$ cat config.mk
export PLATFORM = sky130hd
export DESIGN_NAME = hvss_sequencer
export DESIGN_NICKNAME = d
export VERILOG_FILES = /design/src/hw/hvss_sequencer.v /design/src/hw/hvss_sync.v /design/src/hw/hvss_timer.v
export VERILOG_INCLUDE_DIRS = /design/src /design/src/hw
export SDC_FILE = /design/constraint.sdc
export NUM_CORES = 1
export LEC_CHECK = 0
export ABC_CLOCK_PERIOD_IN_PS = 7150
export BUFFER_PORTS_ARGS = -buffer_cell sky130_fd_sc_hd__buf_2
export CAP_MARGIN = 40
export CORE_ASPECT_RATIO = 1.1
export CORE_UTILIZATION = 45
export DETAILED_ROUTE_END_ITERATION = 8
export PLACE_DENSITY = 0.67
export SLEW_MARGIN = 20
export SYNTH_ARGS = -nofsm -noshare
export SYNTH_HDL_FRONTEND = slang
export SYNTH_SLANG_ARGS = --single-unit
$ cat constraint.sdc
create_clock -name sys_clk -period 7.15 [get_ports sys_clk]
set_clock_uncertainty 0.1 [all_clocks]
set_input_delay 1.43 -clock sys_clk [delete_from_list [all_inputs] [get_ports sys_clk]]
set_output_delay 1.43 -clock sys_clk [all_outputs]
set_load 0.02 [all_outputs]
$ cat src/hw/hvss_defines.vh
// Constants of the supervisor shutdown sequencer: offsets, fields, timings
`ifndef HVSS_DEFINES_VH
`define HVSS_DEFINES_VH

// ==========================================================
// Register byte offsets
`define HVSS_ADDR_THRESH   8'h00
`define HVSS_ADDR_TIMING   8'h04
`define HVSS_ADDR_FAULT    8'h08
`define HVSS_ADDR_STATE    8'h0c
`define HVSS_ADDR_IRQ_STAT 8'h10
`define HVSS_ADDR_IRQ_CLR  8'h14
`define HVSS_ADDR_IRQ_EN   8'h18

// ==========================================================
// Field positions
`define HVSS_OV_CODE_LSB   0
`define HVSS_UV_CODE_LSB   4
`define HVSS_LV4_CODE_LSB  8
`define HVSS_HOLD_LSB      0
`define HVSS_DELAY_LSB     4

// ==========================================================
// Reset values: 18.00 V OV, 8.43 V UV, fourth channel off
`define HVSS_OV_CODE_RST   4'h0
`define HVSS_UV_CODE_RST   4'h0
`define HVSS_LV4_CODE_RST  4'h0
`define HVSS_LV4_DISABLED  4'h0
`define HVSS_HOLD_RST      3'h0
`define HVSS_DELAY_RST     3'h0

// ==========================================================
// Timing: clock rate and per-code times in microseconds
`define HVSS_CLK_MHZ       100
`define HVSS_TICK_US       1
`define HVSS_HOLD_US_0     21'd200000
`define HVSS_HOLD_US_1     21'd150000
`define HVSS_HOLD_US_2     21'd100000
`define HVSS_HOLD_US_3     21'd80000
`define HVSS_HOLD_US_4     21'd60000
`define HVSS_HOLD_US_5     21'd40000
`define HVSS_HOLD_US_6     21'd20000
`define HVSS_HOLD_US_7     21'd70
`define HVSS_DELAY_US_0    21'd1200000
`define HVSS_DELAY_US_1    21'd1000000
`define HVSS_DELAY_US_2    21'd800000
`define HVSS_DELAY_US_3    21'd400000
`define HVSS_DELAY_US_4    21'd200000
`define HVSS_DELAY_US_5    21'd100000
`define HVSS_DELAY_US_6    21'd50000
`define HVSS_DELAY_US_7    21'd70

`endif

$ cat src/hw/hvss_sequencer.v
// Shutdown and reset sequencer of a programmable supply supervisor
//
// Summary of operation
// - Channel one over- and under-voltage flags each trigger a shutdown.
// - Over- and under-voltage trip levels each selectable by 4-bit code.
// - The triggering cause is latched into a readable fault record.
// - Warning goes low first, before shutdown asserts.
// - Shutdown waits for the programmed delay, eight choices.
// - Shutdown stays asserted for the programmed hold time, less at most one tick.
// - Hold defaults to 200 ms, delay to 1200 ms.
// - Threshold codes default to 18.00 V over and 8.43 V under.
// - Reset output follows shutdown on high-voltage channel events.
// - Both flags with the hold and delay timers decide both outputs.
// - High-voltage channels drive shutdown; low-voltage channels drive reset.
// - Watchdog and manual-reset requests also assert reset.
// - Manual reset overrides every other reset source.
// - Fourth channel code 0000 removes it from the reset decision.
// - Timing codes are three bits; 000 default, 111 shortest.
//
// Local design decisions: the address-and-strobe port and the address map.
`timescale 1ns/10ps
`default_nettype none
`include "hvss_defines.vh"

module hvss_sequencer #(
  parameter TICK_CYCLES = `HVSS_CLK_MHZ * `HVSS_TICK_US
) (
  input  wire        sys_clk,
  input  wire        rst_n,
  input  wire [7:0]  reg_addr,
  input  wire [31:0] reg_wdata,
  input  wire        reg_wr,
  input  wire        reg_rd,
  output reg  [31:0] reg_rdata,
  input  wire        over_voltage_flag,
  input  wire        under_voltage_flag,
  input  wire        hv_monitor_two,
  input  wire        lv_monitor_three,
  input  wire        lv_monitor_four,
  input  wire        watchdog_input,
  input  wire        manual_reset_req_n,
  output wire [3:0]  ov_code,
  output wire [3:0]  uv_code,
  output wire [3:0]  lv4_code,
  output reg         shutdown_out_n,
  output reg         shutdown_warning_n,
  output reg         reset_out_n,
  output wire        irq
);

  // ==========================================================
  // Reset release and input synchronisers
  // Asynchronous assert; release two edges after the pin rises
  reg rst_meta;
  reg rst_sync;

  always @(posedge sys_clk or negedge rst_n) begin
    if (!rst_n) begin
      rst_meta <= 1'b0;
      rst_sync <= 1'b0;
    end else begin
      rst_meta <= 1'b1;
      rst_sync <= rst_meta;
    end
  end

  // Manual reset inverted first so every synced bit is high-active
  wire [6:0] pins_sync;

  hvss_sync #(
    .WIDTH    (7)
  ) u_sync (
    .clk      (sys_clk),
    .rst_n    (rst_sync),
    .async_in ({over_voltage_flag, under_voltage_flag, hv_monitor_two,
                lv_monitor_three, lv_monitor_four, watchdog_input,
                ~manual_reset_req_n}),
    .sync_out (pins_sync)
  );

  wire ov_s  = pins_sync[6];
  wire uv_s  = pins_sync[5];
  wire hv2_s = pins_sync[4];
  wire lv3_s = pins_sync[3];
  wire lv4_s = pins_sync[2];
  wire wd_s  = pins_sync[1];
  wire mr_s  = pins_sync[0];

  // ==========================================================
  // Timing code decode, shared by hold and delay
  // Code 000 is the slow default, 111 the shortest
  function [20:0] hvss_time_us;
    input       is_delay;
    input [2:0] code;
    begin
      case (code)
        3'h0: hvss_time_us = is_delay ? `HVSS_DELAY_US_0 : `HVSS_HOLD_US_0;
        3'h1: hvss_time_us = is_delay ? `HVSS_DELAY_US_1 : `HVSS_HOLD_US_1;
        3'h2: hvss_time_us = is_delay ? `HVSS_DELAY_US_2 : `HVSS_HOLD_US_2;
        3'h3: hvss_time_us = is_delay ? `HVSS_DELAY_US_3 : `HVSS_HOLD_US_3;
        3'h4: hvss_time_us = is_delay ? `HVSS_DELAY_US_4 : `HVSS_HOLD_US_4;
        3'h5: hvss_time_us = is_delay ? `HVSS_DELAY_US_5 : `HVSS_HOLD_US_5;
        3'h6: hvss_time_us = is_delay ? `HVSS_DELAY_US_6 : `HVSS_HOLD_US_6;
        default: hvss_time_us = is_delay ? `HVSS_DELAY_US_7
                                         : `HVSS_HOLD_US_7;
      endcase
    end
  endfunction

  // ==========================================================
  // Configuration registers
  // Codes hold until rewritten; reset restores the defaults
  reg [3:0] ov_code_r;
  reg [3:0] uv_code_r;
  reg [3:0] lv4_code_r;
  reg [2:0] hold_code;
  reg [2:0] delay_code;

  // Address match, shared by every write decode
  function hvss_hit;
    input [7:0] addr;
    input [7:0] offset;
    begin
      hvss_hit = (addr == offset);
    end
  endfunction

  wire wr_thresh = reg_wr && hvss_hit(reg_addr, `HVSS_ADDR_THRESH);
  wire wr_timing = reg_wr && hvss_hit(reg_addr, `HVSS_ADDR_TIMING);
  wire wr_fault  = reg_wr && hvss_hit(reg_addr, `HVSS_ADDR_FAULT);
  wire wr_irqclr = reg_wr && hvss_hit(reg_addr, `HVSS_ADDR_IRQ_CLR);
  wire wr_irqen  = reg_wr && hvss_hit(reg_addr, `HVSS_ADDR_IRQ_EN);

  always @(posedge sys_clk or negedge rst_sync) begin
    if (!rst_sync) begin
      ov_code_r  <= `HVSS_OV_CODE_RST;
      uv_code_r  <= `HVSS_UV_CODE_RST;
      lv4_code_r <= `HVSS_LV4_CODE_RST;
      hold_code  <= `HVSS_HOLD_RST;
      delay_code <= `HVSS_DELAY_RST;
    end else begin
      if (wr_thresh) begin
        ov_code_r  <= reg_wdata[`HVSS_OV_CODE_LSB +: 4];
        uv_code_r  <= reg_wdata[`HVSS_UV_CODE_LSB +: 4];
        lv4_code_r <= reg_wdata[`HVSS_LV4_CODE_LSB +: 4];
      end
      if (wr_timing) begin
        hold_code  <= reg_wdata[`HVSS_HOLD_LSB +: 3];
        delay_code <= reg_wdata[`HVSS_DELAY_LSB +: 3];
      end
    end
  end

  // Codes go straight to the comparators; ordering is software's job
  assign ov_code  = ov_code_r;
  assign uv_code  = uv_code_r;
  assign lv4_code = lv4_code_r;

  // ==========================================================
  // Microsecond tick and the shared sequencing timer
  // Free-running tick; expiry may land up to one tick early
  // One timer serves delay, then hold; the two never overlap
  reg [15:0] tick_cnt;
  wire       tick = (tick_cnt == 16'h0000);

  always @(posedge sys_clk or negedge rst_sync) begin
    if (!rst_sync) begin
      tick_cnt <= 16'h0000;
    end else if (tick) begin
      tick_cnt <= TICK_CYCLES[15:0] - 16'h0001;
    end else begin
      tick_cnt <= tick_cnt - 16'h0001;
    end
  end

  reg         timer_start;
  reg  [20:0] timer_load;
  wire        timer_run;

  // A start reloads even while running, so no stale count survives
  hvss_timer u_timer (
    .clk     (sys_clk),
    .rst_n   (rst_sync),
    .tick    (tick),
    .start   (timer_start),
    .load    (timer_load),
    .running (timer_run)
  );

  // ==========================================================
  // Shutdown state machine
  // Idle, warning while the delay runs, shutdown while hold runs
  localparam ST_IDLE = 2'b00;
  localparam ST_WARN = 2'b01;
  localparam ST_SHUTDOWN_OUT_N = 2'b10;

  reg  [1:0] state;
  reg  [1:0] next_state;
  wire       trigger = ov_s | uv_s | hv2_s;

  always @* begin
    next_state  = state;
    timer_start = 1'b0;
    timer_load  = hvss_time_us(1'b1, delay_code);
    case (state)
      ST_IDLE: begin
        // Fault record captures the cause on this same edge
        if (trigger) begin
          timer_start = 1'b1;
          next_state  = ST_WARN;
        end
      end
      ST_WARN: begin
        // Flags dropping now do not cancel; shutdown always follows
        if (!timer_run) begin
          timer_start = 1'b1;
          timer_load  = hvss_time_us(1'b0, hold_code);
          next_state  = ST_SHUTDOWN_OUT_N;
        end
      end
      ST_SHUTDOWN_OUT_N: begin
        // Flags still high keep shutdown asserted past the hold
        if (!timer_run && !ov_s && !uv_s && !hv2_s) begin
          next_state = ST_IDLE;
        end
      end
      default: begin
        next_state = ST_IDLE;
      end
    endcase
  end

  wire shutdown_out_n_next = (next_state == ST_SHUTDOWN_OUT_N);
  wire warn_next = (next_state == ST_WARN) || shutdown_out_n_next;
  wire lv4_used      = (lv4_code_r != `HVSS_LV4_DISABLED);

  // ==========================================================
  // Reset request merge; manual reset cannot be masked
  wire rst_from_mr   = mr_s;
  wire rst_from_shutdown_out_n = shutdown_out_n_next;
  wire rst_from_lv   = lv3_s || (lv4_s && lv4_used);
  wire rst_from_wd   = wd_s;
  wire rst_req       = rst_from_mr || rst_from_shutdown_out_n || rst_from_lv ||
                       rst_from_wd;

  // Registered outputs, so the pins never glitch
  always @(posedge sys_clk or negedge rst_sync) begin
    if (!rst_sync) begin
      state              <= ST_IDLE;
      shutdown_out_n     <= 1'b1;
      shutdown_warning_n <= 1'b1;
      reset_out_n        <= 1'b0;
    end else begin
      state              <= next_state;
      shutdown_out_n     <= !shutdown_out_n_next;
      shutdown_warning_n <= !warn_next;
      reset_out_n        <= !rst_req;
    end
  end

  // ==========================================================
  // Fault record: set wins over a same-cycle clear
  // Causes are captured on the idle-to-warning step only
  reg  [2:0] fault;
  wire       fault_cap = (state == ST_IDLE) && trigger;
  wire [2:0] fault_set = fault_cap ? {hv2_s, uv_s, ov_s} : 3'h0;

  always @(posedge sys_clk or negedge rst_sync) begin
    if (!rst_sync) begin
      fault <= 3'h0;
    end else begin
      fault <= (fault & ~(wr_fault ? reg_wdata[2:0] : 3'h0))
               | fault_set;
    end
  end

  // ==========================================================
  // Interrupt status, enable and clear
  // Clear and enable share the status layout
  reg  [3:0] irq_stat;
  reg  [3:0] irq_en;
  wire [3:0] irq_evt;

  // Shutdown and reset events compare the registered pin with its next value
  wire evt_trigger  = fault_cap;
  wire evt_shutdown_out_n_on  = shutdown_out_n && shutdown_out_n_next;
  wire evt_shutdown_out_n_off = !shutdown_out_n && !shutdown_out_n_next;
  wire evt_rst_on   = reset_out_n && rst_req;

  assign irq_evt = {evt_rst_on, evt_shutdown_out_n_off, evt_shutdown_out_n_on, evt_trigger};

  always @(posedge sys_clk or negedge rst_sync) begin
    if (!rst_sync) begin
      irq_stat <= 4'h0;
      irq_en   <= 4'h0;
    end else begin
      irq_stat <= (irq_stat & ~(wr_irqclr ? reg_wdata[3:0] : 4'h0))
                  | irq_evt;
      if (wr_irqen) begin
        irq_en <= reg_wdata[3:0];
      end
    end
  end

  assign irq = |(irq_stat & irq_en);

  // ==========================================================
  // Read port, data valid the cycle after the strobe
  // Bus reads zero except in the cycle after a read strobe
  reg  [31:0] rd_mux;
  wire [11:0] status_word;

  assign status_word = {state, reset_out_n, shutdown_warning_n,
                        shutdown_out_n, pins_sync};

  always @* begin
    case (reg_addr)
      `HVSS_ADDR_THRESH:   rd_mux = {20'h00000, lv4_code_r, uv_code_r,
                                     ov_code_r};
      `HVSS_ADDR_TIMING:   rd_mux = {25'h0000000, delay_code, 1'b0,
                                     hold_code};
      `HVSS_ADDR_FAULT:    rd_mux = {29'h00000000, fault};
      `HVSS_ADDR_STATE:    rd_mux = {20'h00000, status_word};
      `HVSS_ADDR_IRQ_STAT: rd_mux = {28'h0000000, irq_stat};
      `HVSS_ADDR_IRQ_EN:   rd_mux = {28'h0000000, irq_en};
      default:             rd_mux = 32'h00000000;
    endcase
  end

  always @(posedge sys_clk or negedge rst_sync) begin
    if (!rst_sync) begin
      reg_rdata <= 32'h00000000;
    end else if (reg_rd) begin
      reg_rdata <= rd_mux;
    end else begin
      reg_rdata <= 32'h00000000;
    end
  end

endmodule

`default_nettype wire

$ cat src/hw/hvss_sync.v
// Two-stage synchroniser for a vector of asynchronous levels
`timescale 1ns/10ps
`default_nettype none

module hvss_sync #(
  parameter WIDTH = 1
) (
  input  wire             clk,
  input  wire             rst_n,
  input  wire [WIDTH-1:0] async_in,
  output wire [WIDTH-1:0] sync_out
);

  genvar i;
  generate
    for (i = 0; i < WIDTH; i = i + 1) begin : g_bit
      reg meta;
      reg stable;
      // First stage feeds only the second stage
      always @(posedge clk or negedge rst_n) begin
        if (!rst_n) begin
          meta   <= 1'b0;
          stable <= 1'b0;
        end else begin
          meta   <= async_in[i];
          stable <= meta;
        end
      end
      assign sync_out[i] = stable;
    end
  endgenerate

endmodule

`default_nettype wire

$ cat src/hw/hvss_timer.v
// Loadable down-counter stepped by a microsecond tick
`timescale 1ns/10ps
`default_nettype none

module hvss_timer (
  input  wire        clk,
  input  wire        rst_n,
  input  wire        tick,
  input  wire        start,
  input  wire [20:0] load,
  output reg         running
);

  reg [20:0] count;

  always @(posedge clk or negedge rst_n) begin
    if (!rst_n) begin
      count   <= 21'h000000;
      running <= 1'b0;
    end else if (start) begin
      count   <= load;
      running <= 1'b1;
    end else if (running && tick) begin
      if (count <= 21'h000001) begin
        running <= 1'b0;
      end
      count <= count - 21'h000001;
    end
  end

endmodule

`default_nettype wire

Yosys cells after proc, flatten, opt, wreduce, memory -nomap -nowiden --
Cells that the tools add are included.
Storage, ports and cells: bits in writable memories 0, bits in latches 0, register bits after elaboration 120, memory bits (read-only) 0, output and inout bits 48, memories 0, input port bits 51, word-level logic and storage cells 126
Cells by class: bitwise operators 10, mux-type cells 22, shifts and indexed selects 0, equality and inequality tests 22, multipliers 0, $add $sub $neg 2, div/mod/pow operators 0, reduce and logical (&&, ||, !) cells 37, magnitude comparators 1
Operators with widths (number):
- 21-bit case mux with 7 select lines | 1
- 18-bit case mux with 7 select lines | 1
- 21-bit two-way mux | 4
- 12-bit case mux with 6 select lines | 1
- 32-bit two-way mux | 1
- 8-bit by 5-bit equality test with 1-bit output (second input constant) | 3
- 21-bit by 1-bit <= comparator with 1-bit output (second input constant) | 1
- 21-bit by 1-bit subtractor with 21-bit output (second input constant) | 1
- 3-bit equality test (second input constant) | 6
- 8-bit by 4-bit equality test with 1-bit output (second input constant) | 2
- 16-bit zero test | 1
- 16-bit two-way mux | 1
- 16-bit by 1-bit subtractor with 16-bit output (second input constant) | 1
- 1-bit logical AND | 14
- 3-bit by 2-bit equality test with 1-bit output (second input constant) | 4
- 4-bit AND | 2
- 8-bit by 3-bit equality test with 1-bit output (second input constant) | 1
- 1-bit zero test | 8
- 8-bit zero test | 1
- 3-bit by 1-bit equality test with 1-bit output (second input constant) | 2
- 3-bit zero test | 2
- 2-bit two-way mux | 3
- 3-bit two-way mux | 2
- 2-bit case mux with 3 select lines | 1
- other kinds (18) | 30

Longest topological paths before layout --
depth in word-level cells 12, depth in mapped cells 9, mapped depth without buffers 8

Cells and area by module --
Synthesis repeated with hierarchy kept, for this count alone.
Second synthesis, totals: cell total of the unflattened synthesis 521, area total of the unflattened synthesis 5263.8 um^2
By module, submodules not included:
- hvss_sequencer | area an instance 3592.2 um^2, times used 1, cells each 360, sequential area each 1604.0 um^2
- hvss_timer | area an instance 1268.7 um^2, times used 1, cells each 140, sequential area each 550.5 um^2
- hvss_sync | area an instance 402.9 um^2, times used 1, cells each 21, sequential area each 350.3 um^2

Worst setup path before layout --
OpenSTA, ideal clock, no wires.
path kind in2reg, start input port reg_addr[4], end register lv4_code_r[2] (netlist: lv4_code[2]), path buffers 2, data required time 6.925 ns, stages on the path 6, arrival 2.807 ns, setup time 0.125 ns, slack 4.118 ns, cell sequence clkbuf_1 nand2b_1 nor2_2 nand2_1 clkbuf_1 mux2_2
On the way: longest elaborated chain between the ends 2
RTL lines:
- start, declared | line hvss_sequencer.v:30 | input wire [7:0] reg_addr,
- 8-bit zero test | line hvss_sequencer.v:124 | hvss_hit = (addr == offset);
- 1-bit logical AND | line hvss_sequencer.v:128 | wire wr_thresh = reg_wr && hvss_hit(reg_addr, `HVSS_ADDR_THRESH);
- end signal, assigned | line hvss_sequencer.v:138 | lv4_code_r <= `HVSS_LV4_CODE_RST;
- end signal, assigned | line hvss_sequencer.v:145 | lv4_code_r <= reg_wdata[`HVSS_LV4_CODE_LSB +: 4];
- end, declared | line hvss_sequencer.v:115 | reg [3:0] lv4_code_r;
Every way passes these cells. A chain may end at the register's enable or synchronous reset.

Worst setup path after layout --
start input port reg_addr[1], end register uv_code_r[0] (netlist: uv_code[0])
On the way: longest elaborated chain between the ends 2
RTL lines:
- 8-bit zero test | line hvss_sequencer.v:124
- 1-bit logical AND | line hvss_sequencer.v:128
- end signal, assigned | line hvss_sequencer.v:137 | uv_code_r <= `HVSS_UV_CODE_RST;
- end signal, assigned | line hvss_sequencer.v:144 | uv_code_r <= reg_wdata[`HVSS_UV_CODE_LSB +: 4];
- end, declared | line hvss_sequencer.v:114 | reg [3:0] uv_code_r;
Every way passes these cells.

==> flow_summary.toml <==
[worst_setup_path]
rr_worst_depth = 7
path_max_fanout = 12
critPathLaunch = "reg_addr[1]"
end_kind = "flop"
cp.arrival_ns = 3.43
rrSetupSlack_ns = 4.54
r2r_start = "tick_cnt[0]"
start_kind = "input pin"
required_ns = 7.28
reg2reg_to = "u_timer.count[1]"
crit_end = "uv_code[0]"
crit_type = "in -> reg"

[logic_synthesis]
synth_top_area_share_pct = 48.0
synth_edf_count = 0
yosysMostFrequentCell = "dfrtp_1"
synth_async_sr_flop_share_pct = 100
synth-seq-cells = 100
yosys-top-cells-area = "dfrtp_1 (48%), mux2_2 (6.4%), nor2_1 (3.5%)"
syn_area_per_cell_um2 = 10.1
synth_ff_type = "dfrtp_1"
syn_area_um2 = 5110
yosys_warnings = 0
synthTopCellsByCount = "dfrtp_1 (98), nor2_1 (48), nand2_1 (36)"
synthCells = 506
yosysUniqueCellTypes = 58
ys_seq_area_share_pct = 49.0
yosys.area.top_type = "dfrtp_1"

[power_and_ir_drop]
vdd_ir_drop_max_uv = 135
totalPowerFinal_w = 0.00142
p_per_area_nw_per_um2 = 245
leakage_nw = 2.59

[routing]
route.detailed.drc = 0
via_per_inst = 5.56
wirelength_um = 11500
drtIter0Drc = 274
firstDrtPassIters = 5
vias = 3939
wire_per_inst_um = 16.3
drtAntennaViolNets = 0

[grt]
grt_pass1_vias = 3849
grt_overflow_total = 0
grt_antenna_before_repair = 0
grt_max_degree = 62
grtUsageTotal_pct = 20.3
grt_pass1_wl_um = 18900

[hold_path]
hold_class = "reg -> async"

[layout]
syn2layout_area_growth_pct = 13.5
fin_area_um2 = 5800
drive_gt1_share_pct = 22.1
diodes = 0
final-seq-area_um2 = 2510
fill_cells = 1024
multi_input_area_um2 = 2380
nets = 612
final_util_pct = 52.7

[timing]
slew_viol_final = 0
rsz0062_at_grt = "no"
layout_min_cycle_time_ns = 3.30
finalCritPeriodShare_pct = 46.1
setup_tns_ns = 0
timing.hold.ws_ns = 0.197
fmax_mhz = 303
setup-violations-final = 0
slew-limit-headroom_pct = 51.6
tightest_slew_ns = 0.720
hold_viol_final = 0

[clocking]
htreeDepth = 3
clk_pin_slew_worst_paths_ns = 0.08
cts_root_buffer = "clkbuf_16"
cts_buffers = 9
post_cts_buffers = 0
cts_tree = "yes"
cts_sinks = 100
ctsHoldBuffers = 0
clk_path_buf_depth = 2
clock_latency_ns = 0.35
postCtsResizedCells = 0

[die]
rows = 40
die_w_um = 104
initial_utilization_pct = 46.4
die_area_um2 = 11800
io_pins = 99
core_um2 = 11000
die_h_um = 114

[placement]
place.gp.congestion = 0.944
portBuffers = 58
dp_hpwl_um = 8040
place_area_um2 = 5450

[flow_run]
maxCapViolations = 0

[run_status]
status = "completed"
==> per-layer routing <==
metal  part of all wire, %  track usage (%)  vias up
met2                    50             35.0      133
met3                   4.9             3.14       16
li1                      -                -     1878
met1                    44             26.1     1912
met4                   1.8             7.54        0
met5                     0                0        -
==> power breakdown <==
group	internal, W	switching [W]	total, W
registers	0.000617	0.0000670	0.000684
logic	0.0000928	0.000137	0.000230
clock network	0.000254	0.000251	0.000506
total	0.000964	0.000455	0.00142
==> critical path, stage by stage <==
cell and delay, ns:
buf_2 0.11, nor3_1 0.41, nand2_1 0.17, nor2_2 0.36, nand2_1 0.50, mux2_2 0.44
==> layout make-up <==
type                       instances  share of cell area (%)
clock buffer                       9                    3.88
multi-input combinational        367                    41.1
inverter                          14                   0.906
tap                              147                    3.17
clock inverter                     7                    1.62
sequential                       100                    43.2
timing repair buffer              64                    6.08
==> registers in the layout, indices dropped and copies added (netlist names) <==
register / flops
fault: 3
lv4_code: 4
state: 2
u_sync.g_bit.meta: 7
rst_meta: 1
ov_code: 4
irq_stat: 4
u_timer.count: 21
delay_code: 3
shutdown_warning_n: 1
uv_code: 4
shutdown_out_n: 1
u_sync.g_bit.stable: 7
reset_out_n: 1
rst_sync: 1
irq_en: 4
hold_code: 3
u_timer.running: 1
tick_cnt: 16
reg_rdata: 12
==> worst min path at each step <==
stage                     cells past startpoint                     end  startpoint  slack (ns)
final                                         0             lv4_code[0]    rst_sync        0.20
after CTS                                     0             lv4_code[0]    rst_sync        0.22
after global placement                        0             lv4_code[0]    rst_sync        0.21
after floorplan                               0                rst_sync    rst_meta        0.23
after detailed placement                      0             lv4_code[0]    rst_sync        0.21
after global routing                          0  u_sync.g_bit[2].stable    rst_sync        0.25
==> per-stage QoR <==
stage / instances / setup WS [ns]
floorplan: 525 / 4.06
global placement: 690 / 3.53
detailed placement: 691 / 3.53
CTS: 707 / 3.87
global route: 708 / 3.72
finish: 708 / 3.85
==> cells by family after synthesis <==
logic type,after synthesis,share of synthesized area (%)
AND/OR/NAND/NOR,193,20.4
flip-flops,100,49.0
AO/OA/AOI/OAI,88,11.7
buffers and inverters,58,5.80
XOR/XNOR,30,5.14
multiplexers,30,6.59
adder cells (fa/ha/maj),5,1.22
other,2,0.147
==> layout by cell type (no fill, tap or decap), types with 4 or more instances in the layout <==
master	n
a21oi_1	15
a222oi_1	4
a22o_1	4
a22oi_1	15
buf_2	59
buf_4	4
clkbuf_16	9
conb_1	21
dfrtp_1	97
ha_1	5
inv_1	14
mux2_2	29
nand2_1	36
nand2b_1	5
nand3_1	16
nand4_1	8
nor2_1	48
nor2b_1	5
nor3_1	23
nor4_1	12
o21ai_0	22
o2bb2ai_1	4
or3_1	5
or4_1	4
xnor2_1	11
xor2_1	19
Note: power is estimated with default switching activity, not from simulation.
